**config.mk**
```make
export PLATFORM = sky130hd
export DESIGN_NAME = reset_source_combiner
export DESIGN_NICKNAME = d
export VERILOG_FILES = /design/src/shared/reset_pkg.sv /design/src/design/delay_timer.sv /design/src/design/reset_source_combiner.sv
export SDC_FILE = /design/constraint.sdc
export NUM_CORES = 1
export LEC_CHECK = 0
export BUFFER_PORTS_ARGS = -buffer_cell sky130_fd_sc_hd__buf_2
export CAP_MARGIN = 25
export CORE_ASPECT_RATIO = 0.75
export CORE_MARGIN = 5
export CORE_UTILIZATION = 59
export CTS_BUF_LIST = sky130_fd_sc_hd__clkbuf_4 sky130_fd_sc_hd__clkbuf_8
export CTS_CLUSTER_SIZE = 8
export DETAILED_ROUTE_END_ITERATION = 7
export GPL_TIMING_DRIVEN = 0
export HOLD_SLACK_MARGIN = 0.06
export PLACE_DENSITY = 0.89
export SYNTH_ARGS = -nofsm -noshare
export SYNTH_HDL_FRONTEND = slang
export SYNTH_SLANG_ARGS = --single-unit
```
**constraint.sdc**
```tcl
create_clock -name aclk -period 3.62 [get_ports aclk]
set_input_delay 0.543 -clock aclk [delete_from_list [all_inputs] [get_ports aclk]]
set_output_delay 0.543 -clock aclk [all_outputs]
set_load 0.01 [all_outputs]
```
**src/shared/reset_pkg.sv**
```systemverilog
/*
 * Constants, register map and types of the reset source combiner.
 * Assumes a single 20 MHz bus clock; all delays but the start-up timer, which counts oscillator edges, are counted in its cycles.
 */
package reset_pkg;

    // clock
    localparam int CLK_PERIOD_NS   = 50;

    // times as specified, in ns
    localparam int POR_EXT_NS      = 30000;
    localparam int BOR_EXT_NS      = 100000;
    localparam int FRC_OSCD_NS     = 1100;
    localparam int LOW_POWER_RC_OSCILLATOR_OSCD_NS    = 70000;
    localparam int LOCK_NS         = 1500000;
    localparam int FSCM_NS         = 900000;
    localparam int PWRT_UNIT_NS    = 1000000;

    // derived cycle counts; all times round down
    localparam int POR_EXT_CYC     = POR_EXT_NS / CLK_PERIOD_NS;
    localparam int BOR_EXT_CYC     = BOR_EXT_NS / CLK_PERIOD_NS;
    localparam int FRC_OSCD_CYC    = FRC_OSCD_NS / CLK_PERIOD_NS;
    localparam int LOW_POWER_RC_OSCILLATOR_OSCD_CYC   = LOW_POWER_RC_OSCILLATOR_OSCD_NS / CLK_PERIOD_NS;
    localparam int LOCK_CYC        = LOCK_NS / CLK_PERIOD_NS;
    localparam int FSCM_CYC        = FSCM_NS / CLK_PERIOD_NS;
    localparam int PWRT_UNIT_CYC   = PWRT_UNIT_NS / CLK_PERIOD_NS;
    localparam int XTAL_OSCD_CYC   = 1000;
    localparam int OST_EDGES       = 1024;

    // register map, byte addresses
    localparam int          ADDR_W           = 8;
    localparam logic [7:0]  RESET_CTRL_OFS   = 8'h00;
    localparam logic [7:0]  OSC_CTRL_OFS     = 8'h04;
    localparam logic [7:0]  OSC_CONFIG_OFS   = 8'h08;
    localparam logic [7:0]  POR_CONFIG_OFS   = 8'h0c;
    localparam logic [7:0]  SEQ_STATUS_OFS   = 8'h10;

    // reset status flag positions in reset_control_register
    localparam int FLAG_POR        = 0;
    localparam int FLAG_BOR        = 1;
    localparam int FLAG_PIN        = 2;
    localparam int FLAG_INSTR      = 3;
    localparam int FLAG_WDT        = 4;
    localparam int FLAG_CM         = 5;
    localparam int FLAG_TRAP       = 6;
    localparam int FLAG_ILLEGAL    = 7;
    localparam int NUM_FLAGS       = 8;

    // field positions
    localparam int CUR_CLK_LSB     = 12;
    localparam int CLK_FAIL_BIT    = 0;
    localparam int PLL_EN_BIT      = 3;
    localparam int STAT_MRST_BIT   = 4;
    localparam int STAT_COLD_BIT   = 5;

    // reset values
    localparam logic [7:0] FLAGS_RST       = 8'h01;
    localparam logic [2:0] BOOT_SEL_RST    = 3'h0;
    localparam logic [2:0] PWRT_SEL_RST    = 3'h0;

    // axi responses
    localparam logic [1:0] RESP_OKAY       = 2'h0;
    localparam logic [1:0] RESP_SLVERR     = 2'h2;

    typedef enum logic [2:0] {
        CLK_FAST_RC      = 3'h0,
        CLK_CRYSTAL      = 3'h1,
        CLK_HIGH_SPEED   = 3'h2,
        CLK_SECONDARY    = 3'h3,
        CLK_LOW_POWER_RC = 3'h4,
        CLK_EXTERNAL     = 3'h5
    } clock_mode_t;

    typedef enum logic [3:0] {
        ST_HOLD      = 4'h0,
        ST_EXTEND    = 4'h1,
        ST_SUPPLY    = 4'h2,
        ST_OSC_DELAY = 4'h3,
        ST_OST       = 4'h4,
        ST_LOCK      = 4'h5,
        ST_READY     = 4'h6,
        ST_RUN       = 4'h7
    } seq_state_t;

endpackage

```
**src/design/delay_timer.sv**
```systemverilog
/*
 * Loadable down counter used for the timed release stages (extension, oscillator delay, start-up timer, lock) of the reset sequencer.
 * Assumes load is a one-cycle pulse; tick gates each decrement.
 */
module delay_timer #(
    parameter int W = 32
) (
    // clock and reset
    input  wire logic         aclk,
    input  wire logic         aresetn,
    // control
    input  wire logic         load,
    input  wire logic [W-1:0] length,
    input  wire logic         tick,
    // status
    output logic              expired,
    output logic [W-1:0]      remaining
);

    always_ff @(posedge aclk) begin
        if (!aresetn) begin
            remaining <= '0;
            expired   <= 1'b1;
        end else if (load) begin
            remaining <= length;
            expired   <= (length == '0);
        end else if (!expired && tick) begin
            remaining <= remaining - W'(1);
            expired   <= (remaining == W'(1));
        end
    end

endmodule

```
**src/design/reset_source_combiner.sv**
```systemverilog
/*
 * Reset source combiner: merges all reset sources into the master system
 * reset, records per-source status flags, sequences supply and oscillator
 * delays before release, and loads the boot clock source on cold reset only, keeping it on warm reset.
 * Assumes async source levels from supervisors and pins, a one-cycle
 * instruction reset pulse on aclk, and an AXI4-Lite master for the registers.
 */
module reset_source_combiner
    import reset_pkg::*;
#(
    parameter int LOCK_CYCLES      = LOCK_CYC,
    parameter int FSCM_CYCLES      = FSCM_CYC,
    parameter int PWRT_UNIT_CYCLES = PWRT_UNIT_CYC,
    parameter int XTAL_OSCD_CYCLES = XTAL_OSCD_CYC
) (
    // clock and reset
    input  wire logic              aclk,
    input  wire logic              aresetn,
    // reset sources
    input  wire logic              power_on_reset,
    input  wire logic              brown_out_reset,
    input  wire logic              external_pin_reset,
    input  wire logic              instruction_reset,
    input  wire logic              watchdog_timeout_reset,
    input  wire logic              config_mismatch_reset,
    input  wire logic              trap_conflict_reset,
    input  wire logic              illegal_condition_reset,
    // supply and oscillator status
    input  wire logic              supply_stable,
    input  wire logic              osc_ready,
    input  wire logic              osc_clock,
    // reset and clock outputs
    output logic                   master_system_reset,
    output logic [2:0]             clock_source,
    output logic                   pll_enable,
    output logic                   clock_fail,
    // axi4-lite write address
    input  wire logic              awvalid,
    output logic                   awready,
    input  wire logic [ADDR_W-1:0] awaddr,
    // axi4-lite write data
    input  wire logic              wvalid,
    output logic                   wready,
    input  wire logic [31:0]       wdata,
    input  wire logic [3:0]        wstrb,
    // axi4-lite write response
    output logic                   bvalid,
    input  wire logic              bready,
    output logic [1:0]             bresp,
    // axi4-lite read
    input  wire logic              arvalid,
    output logic                   arready,
    input  wire logic [ADDR_W-1:0] araddr,
    output logic                   rvalid,
    input  wire logic              rready,
    output logic [31:0]            rdata,
    output logic [1:0]             rresp
);

    localparam int NSYNC = 10;

    logic [NSYNC-1:0]    sync1;
    logic [NSYNC-1:0]    sync2;
    logic [NSYNC-1:0]    sync3;
    logic [NSYNC-1:0]    filt;
    logic [NSYNC-1:0]    filt_prev;
    logic [NUM_FLAGS-1:0] ev;
    logic [NUM_FLAGS-1:0] reset_control_register;
    logic                src_any;
    logic                osc_edge;
    logic [2:0]          boot_clock_select;
    logic                boot_pll;
    logic [2:0]          power_up_delay_select;
    logic                cold;
    logic                bor_seen;
    seq_state_t          state;
    seq_state_t          next_state;
    logic                timer_load;
    logic                timer_done;
    logic [31:0]         stage_len;
    logic [31:0]         ext_len;
    logic                xtal_mode;
    logic                lock_needed;
    logic [31:0]         mon_cnt;
    logic [ADDR_W-1:0]   aw_addr_q;
    logic [31:0]         w_data_q;
    logic [3:0]          w_strb_q;
    logic                aw_held;
    logic                w_held;
    logic                wr_en;
    logic                reset_control_register_we;
    logic [31:0]         rd_mux;
    logic                rd_hit;
    logic                wr_hit;

    // three-stage synchronisers; change taken once stages two and three agree
    always_ff @(posedge aclk) begin
        if (!aresetn) begin
            sync1 <= '0;
            sync2 <= '0;
            sync3 <= '0;
            filt  <= '0;
            filt_prev <= '0;
        end else begin
            sync1 <= {osc_clock, osc_ready, supply_stable, illegal_condition_reset, trap_conflict_reset,
                      config_mismatch_reset, watchdog_timeout_reset, external_pin_reset,
                      brown_out_reset, power_on_reset};
            sync2 <= sync1;
            sync3 <= sync2;
            filt  <= (filt & (sync2 ^ sync3)) | (sync3 & ~(sync2 ^ sync3));
            filt_prev <= filt;
        end
    end

    // source onsets, one per status flag
    assign ev = {filt[6:3], instruction_reset, filt[2:0]} & ~{filt_prev[6:3], 1'b0, filt_prev[2:0]};
    assign src_any = (|filt[6:0]) | instruction_reset;
    assign osc_edge = filt[9] & ~filt_prev[9];

    // status flags: hardware set wins over software write
    always_ff @(posedge aclk) begin
        if (!aresetn) begin
            reset_control_register <= FLAGS_RST;
        end else if (ev[FLAG_POR]) begin
            reset_control_register <= FLAGS_RST | ev;
        end else if (reset_control_register_we) begin
            reset_control_register <= w_data_q[NUM_FLAGS-1:0] | ev;
        end else begin
            reset_control_register <= reset_control_register | ev;
        end
    end

    // cold classification, cleared once released
    always_ff @(posedge aclk) begin
        if (!aresetn) begin
            cold     <= 1'b1;
            bor_seen <= 1'b0;
        end else if (ev[FLAG_POR] || ev[FLAG_BOR]) begin
            cold     <= 1'b1;
            bor_seen <= ev[FLAG_BOR] | bor_seen;
        end else if (state == ST_RUN) begin
            cold     <= 1'b0;
            bor_seen <= 1'b0;
        end
    end

    // clock source chosen as the sequence leaves hold
    always_ff @(posedge aclk) begin
        if (!aresetn) begin
            clock_source <= BOOT_SEL_RST;
            pll_enable   <= 1'b0;
        end else if (state == ST_HOLD && next_state == ST_EXTEND && cold) begin
            clock_source <= boot_clock_select;
            pll_enable   <= boot_pll;
        end
    end

    // mode decode for the oscillator stages
    always_comb begin
        xtal_mode   = 1'b0;
        lock_needed = 1'b0;
        unique case (clock_source)
            CLK_CRYSTAL, CLK_HIGH_SPEED: begin
                xtal_mode   = 1'b1;
                lock_needed = pll_enable;
            end
            CLK_SECONDARY: xtal_mode = 1'b1;
            CLK_FAST_RC, CLK_EXTERNAL: lock_needed = pll_enable;
            default: ;
        endcase
    end

    // cold extension plus programmable power-up delay
    always_comb begin
        ext_len = '0;
        if (cold) begin
            ext_len = bor_seen ? 32'(BOR_EXT_CYC) : 32'(POR_EXT_CYC);
            if (power_up_delay_select != 3'h0) begin
                ext_len = ext_len + (32'(PWRT_UNIT_CYCLES) << power_up_delay_select);
            end
        end
    end

    // length loaded into the timer for the current stage
    always_comb begin
        stage_len = '0;
        unique case (state)
            ST_EXTEND: stage_len = ext_len;
            ST_OSC_DELAY: begin
                if (clock_source == CLK_FAST_RC) stage_len = 32'(FRC_OSCD_CYC);
                else if (clock_source == CLK_LOW_POWER_RC) stage_len = 32'(LOW_POWER_RC_OSCILLATOR_OSCD_CYC);
                else if (xtal_mode) stage_len = 32'(XTAL_OSCD_CYCLES);
            end
            ST_OST: stage_len = xtal_mode ? 32'(OST_EDGES) : '0;
            ST_LOCK: stage_len = lock_needed ? 32'(LOCK_CYCLES) : '0;
            default: stage_len = '0;
        endcase
    end

    // release sequence; any active source restarts it
    always_comb begin
        next_state = state;
        if (src_any) begin
            next_state = ST_HOLD;
        end else begin
            unique case (state)
                ST_HOLD:      next_state = ST_EXTEND;
                ST_EXTEND:    if (!timer_load && timer_done) next_state = ST_SUPPLY;
                ST_SUPPLY:    if (filt[7]) next_state = ST_OSC_DELAY;
                ST_OSC_DELAY: if (!timer_load && timer_done) next_state = ST_OST;
                ST_OST:       if (!timer_load && timer_done) next_state = ST_LOCK;
                ST_LOCK:      if (!timer_load && timer_done) next_state = ST_READY;
                ST_READY:     if (filt[8] && filt[7]) next_state = ST_RUN;
                ST_RUN:       next_state = ST_RUN;
                default:      next_state = ST_HOLD;
            endcase
        end
    end

    always_ff @(posedge aclk) begin
        if (!aresetn) begin
            state               <= ST_HOLD;
            timer_load          <= 1'b0;
            master_system_reset <= 1'b1;
        end else begin
            state               <= next_state;
            timer_load          <= (next_state != state);
            master_system_reset <= (next_state != ST_RUN);
        end
    end

    delay_timer #(
        .W (32)
    ) u_stage_timer (
        .aclk      (aclk),
        .aresetn   (aresetn),
        .load      (timer_load),
        .length    (stage_len),
        .tick      ((state != ST_OST) || osc_edge),
        .expired   (timer_done),
        .remaining ()
    );

    // fail-safe clock monitor: no oscillator edge for too long while running
    always_ff @(posedge aclk) begin
        if (!aresetn) begin
            mon_cnt    <= '0;
            clock_fail <= 1'b0;
        end else begin
            mon_cnt <= (osc_edge || state != ST_RUN) ? '0 : mon_cnt + 32'(1);
            if (state == ST_RUN && !osc_edge && mon_cnt == 32'(FSCM_CYCLES - 1)) begin
                clock_fail <= 1'b1;
            end else if (wr_en && wr_hit && aw_addr_q == OSC_CTRL_OFS && w_strb_q[0] && w_data_q[CLK_FAIL_BIT]) begin
                clock_fail <= 1'b0;
            end
        end
    end

    // configuration words survive the system reset
    always_ff @(posedge aclk) begin
        if (!aresetn) begin
            boot_clock_select     <= BOOT_SEL_RST;
            boot_pll              <= 1'b0;
            power_up_delay_select <= PWRT_SEL_RST;
        end else if (wr_en && w_strb_q[0]) begin
            if (aw_addr_q == OSC_CONFIG_OFS) begin
                boot_clock_select <= w_data_q[2:0];
                boot_pll          <= w_data_q[PLL_EN_BIT];
            end
            if (aw_addr_q == POR_CONFIG_OFS) power_up_delay_select <= w_data_q[2:0];
        end
    end

    // axi4-lite write path
    assign wr_en   = aw_held && w_held && !bvalid;
    assign wr_hit  = (aw_addr_q == RESET_CTRL_OFS) || (aw_addr_q == OSC_CTRL_OFS) ||
                     (aw_addr_q == OSC_CONFIG_OFS) || (aw_addr_q == POR_CONFIG_OFS) ||
                     (aw_addr_q == SEQ_STATUS_OFS);
    assign reset_control_register_we = wr_en && aw_addr_q == RESET_CTRL_OFS && w_strb_q[0];

    always_ff @(posedge aclk) begin
        if (!aresetn) begin
            awready   <= 1'b1;
            wready    <= 1'b1;
            aw_held   <= 1'b0;
            w_held    <= 1'b0;
            aw_addr_q <= '0;
            w_data_q  <= '0;
            w_strb_q  <= '0;
            bvalid    <= 1'b0;
            bresp     <= RESP_OKAY;
        end else begin
            if (awvalid && awready) begin
                aw_held   <= 1'b1;
                aw_addr_q <= awaddr;
                awready   <= 1'b0;
            end
            if (wvalid && wready) begin
                w_held   <= 1'b1;
                w_data_q <= wdata;
                w_strb_q <= wstrb;
                wready   <= 1'b0;
            end
            if (wr_en) begin
                aw_held <= 1'b0;
                w_held  <= 1'b0;
                bvalid  <= 1'b1;
                bresp   <= wr_hit ? RESP_OKAY : RESP_SLVERR;
            end
            if (bvalid && bready) begin
                bvalid  <= 1'b0;
                awready <= 1'b1;
                wready  <= 1'b1;
            end
        end
    end

    // axi4-lite read path
    always_comb begin
        rd_hit = 1'b1;
        rd_mux = '0;
        unique case (araddr)
            RESET_CTRL_OFS: rd_mux[NUM_FLAGS-1:0] = reset_control_register;
            OSC_CTRL_OFS: begin
                rd_mux[CUR_CLK_LSB +: 3] = clock_source;
                rd_mux[CLK_FAIL_BIT]     = clock_fail;
            end
            OSC_CONFIG_OFS: rd_mux[PLL_EN_BIT:0] = {boot_pll, boot_clock_select};
            POR_CONFIG_OFS: rd_mux[2:0] = power_up_delay_select;
            SEQ_STATUS_OFS: rd_mux[STAT_COLD_BIT:0] = {cold, master_system_reset, state};
            default: rd_hit = 1'b0;
        endcase
    end

    always_ff @(posedge aclk) begin
        if (!aresetn) begin
            arready <= 1'b1;
            rvalid  <= 1'b0;
            rdata   <= '0;
            rresp   <= RESP_OKAY;
        end else if (arvalid && arready) begin
            arready <= 1'b0;
            rvalid  <= 1'b1;
            rdata   <= rd_mux;
            rresp   <= rd_hit ? RESP_OKAY : RESP_SLVERR;
        end else if (rvalid && rready) begin
            rvalid  <= 1'b0;
            arready <= 1'b1;
        end
    end

    // helper counters for timing checks
    logic [31:0] stage_cnt;
    logic [31:0] ost_cnt;

    always_ff @(posedge aclk) begin
        if (!aresetn) begin
            stage_cnt <= '0;
            ost_cnt   <= '0;
        end else begin
            stage_cnt <= (next_state != state) ? '0 : stage_cnt + 32'(1);
            ost_cnt   <= (state != ST_OST) ? '0 :
                         ost_cnt + 32'(osc_edge && !timer_load && !timer_done);
        end
    end
endmodule

```
==> results summary <==
The flow ran to the end, and the final reports show no timing, DRC or antenna violations. The number of antenna violations at the first check in global routing is 0. The type of the most critical hold path is in -> reg. The worst setup path is captured at a flop.

After clock tree synthesis, the repair step resized 0 gates. The tool flagged a number of max-cap violations equal to 0. The site row count is 37. The per-instance average area after synthesis came out at just under 9 um2.

Pin placement for this block handled 117 I/O pins. The die covers 0.0161 mm2. The simple-gate area share of the yosys netlist is roughly 24%. 0 antenna diodes ended up in the layout. The minimum period implied by the final worst setup slack is 3.36 ns. The peak ir drop on the vdd network is 409 uV. The count of input and output buffers came out at 65. The share of synthesized area in the top cell type comes to approximately 44%. The transition time at the pin with the least slew margin came out at 0.822 ns. Adding up every negative setup slack in the final design gives 0 ns. STA puts the critical path data required time at 4.03 ns. The startpoint of the worst register-to-register path is power_up_delay_select[1].

The synthesized design spends more area on one cell type than any other, namely dfxtp_1. The overall overflow remaining after global route is 0. The XOR/XNOR share of the synthesized area is 5.55%.

The number of buffers inserted to repair setup after CTS came out at 0. The total area inside the core boundary comes to 0.0135 mm2. In the post-synthesis netlist, the cell with the most instances is dfxtp_1.

After synthesis, the most frequently instantiated cells are dfxtp_1, nand2_1, nor2_1. The sort of element at the start of the critical path is a flop. Data on the critical path arrives at its endpoint at 3.77 ns.

The clock latency reported for the late side of the worst-skew pair is 0.48 ns. The portion of the clock cycle consumed by the worst path in the final layout came out at between 90% and 100%. The horizontal die dimension is ~140 um.

The highest attainable clock frequency came out at 0.298 GHz. The sequential-to-total area share from yosys stat is 44.3%. The detailed-route DRC error count came out at 0. Dividing the detail-routed wire length by the instance count gives between 15 and 20 um. Once detail routing completed, the nets flagged for antenna violations numbered 0. The netlist uses 76 different library cells.

After synthesis, the largest family of logic cells by area is simple AND/OR/NAND/NOR gates. During synthesis, Yosys emitted a total of 0 warnings. At the end of routability-driven placement, the weighted congestion stood at between 1 and 1.5. The height of the die came out at 111 um. Dividing total power by cell area gives a power density of approximately 420 mW/mm2. The reported leakage power came out at 3.61 nW. The most used flip-flop cell after synthesis is dfxtp_1. The post-synthesis mux area share is 3.70%. The number of global-route vias before repair was about 6700. The worst setup path is of the reg -> reg kind. The detailed-route wire length is 19.7 mm.

The final clock skew is 0.0161 ns. The maximum number of pins on one net before global-route repair came out at 20. The cell count after synthesis came out at 912. The adder and majority cell fraction of the synthesized area is 1.80%.

The relative area change from synthesis to final layout came out at 13.1%. Sorting the synthesized cells by area gives the leading types as dfxtp_1, nand2_1, nor2_1. In this run, post-CTS hold repair placed 0 buffers.

The final hold violation count came out at 0. The synthesized netlist occupies a cell area of 0.00804 mm2. Setup repair after global routing left no endpoint under its margin. The global routing usage summed across all routing layers came out at 24.3%.

The depth of the CTS H-tree came out at 4. Cells with a size suffix above 1 make up 14.9% of the layout. The launch point of the worst hold path is power_on_reset. The initial core utilization is 59.5%. The most critical setup path has its startpoint at power_up_delay_select[1]. The fraction of the mapped netlist area in compound gates came out at 14.7%.

The normalized max-slew margin is 44.8%. The via-per-instance ratio came out at roughly 5.9. The total clock sinks came out at 178. The post-synthesis sequential element count is 178. The total chip power came out at 3.84 mW. The proportion of synthesized flip-flops having asynchronous set or reset is 0%. The total number of nets in the final design came out at 1101. The setup violation total in the final timing report is 0.

The HPWL after detailed placement came out at 14.3 mm. The wire length of the first global-routing pass came out at 31.9 mm. The via count came out at 7072.

The TritonCTS clock tree is built. The maximum clock path buffer count is 2. The highest fanout seen on the critical path is 10. Buffers inserted during clock tree synthesis total 17.

The iteration-0 DRC count of the detailed router is 630. The count of final max-slew check failures came out at 0. The CTS root buffer is clkbuf_8. The number of flops mapped to enable cells by yosys came out at 0. The first-pass iteration count of the detailed router came out at 8. The clock slew seen by the registers of the worst setup and hold paths came out at roughly 0.11 ns.
final cells by class:
| cell class | instances | area, um2 |
|---|---|---|
| timing repair buffer | 66 | 330 |
| inverter | 27 | 101 |
| fill | 1031 | 4420 |
| buffer | 69 | 347 |
| multi-input combinational | 661 | 4120 |
| clock buffer | 19 | 262 |
| clock inverter | 13 | 158 |
| tap | 175 | 219 |
| sequential | 178 | 3560 |
logic make-up (layout without fill, tap and decap cells):
kind of cell / count (synthesis) / in the layout
xor+xnor: 51 / 51
fa+ha+maj: 11 / 11
flops: 178 / 178
compound gates: 178 / 178
other cells: 1 / 24
mux: 28 / 28
simple gates: 369 / 369
buf+inv: 96 / 194
final timing paths:
check | slack (ns) | end | cells past startpoint
min | 0.26 | sync1[0] | 2
max | 0.26 | u_stage_timer.remaining[13] | 11
min reg2reg | 0.44 | sync2[7] | 1
max reg2reg | 0.26 | u_stage_timer.remaining[13] | 11
power by group:
group          internal [mW]  switching, mW  leakage, nW
sequential              2.02         0.0489         1.45
combinational          0.151          0.223         1.95
clock                  0.565          0.832        0.208
total                   2.73           1.10         3.61
cells in the final DEF, fill, tap and decap left out, types with 13 or more instances in the layout:
master	synthesis	final
buf_4	23	23
clkbuf_8	0	19
a21oi_1	55	55
and2_1	40	40
mux2i_1	23	23
nor2_1	81	81
o21ai_0	44	44
xor2_1	18	18
dfxtp_1	178	178
nand3_1	31	31
clkbuf_1	44	44
nand4_1	13	13
xnor2_1	33	33
nor3_1	27	27
nor4_1	17	17
inv_1	27	27
conb_1	1	24
nand2_1	82	82
buf_2	1	67
through the flow:
stage                     util, %  hold slack (ns)  instances  area [um2]  setup WS [ns]
after floorplan                 -            0.408        935        8130          0.961
after global placement       64.2            0.411       1175        8670          0.527
after detailed placement     64.2            0.418       1176        8680          0.435
after CTS                    67.3            0.246       1208        9100          0.361
after global routing         67.3            0.252       1208        9100          0.115
final                        67.3            0.265       1208        9100          0.260
layer usage:
| metal | vias up | track usage, % | part of all wire (%) |
|---|---|---|---|
| li1 | 3409 | - | - |
| met1 | 3291 | 34.9 | 45 |
| met2 | 335 | 35.2 | 44 |
| met3 | 37 | 7.24 | 9.9 |
| met4 | 0 | 6.84 | 1.8 |
| met5 | - | 0 | 0 |
critical path, stage by stage (launching register included):
cell	delay [ns]
dfxtp_1	0.46
clkbuf_1	0.41
inv_1	0.18
ha_1	0.31
nand2_1	0.10
o21ai_0	0.08
ha_1	0.35
or2_2	0.31
and2_1	0.19
a211o_1	0.25
a311oi_1	0.39
o221a_2	0.25
sequential cells by signal, summed over array words and instances (netlist names), 8 cells and up, named ones only:
register,flops
mon_cnt,32
u_stage_timer.remaining,32
rdata,11
sync1,10
sync2,10
sync3,10
aw_addr_q,8
filt_prev,8
reset_control_register,8
w_data_q,8
(Power assumes the default switching activity.)
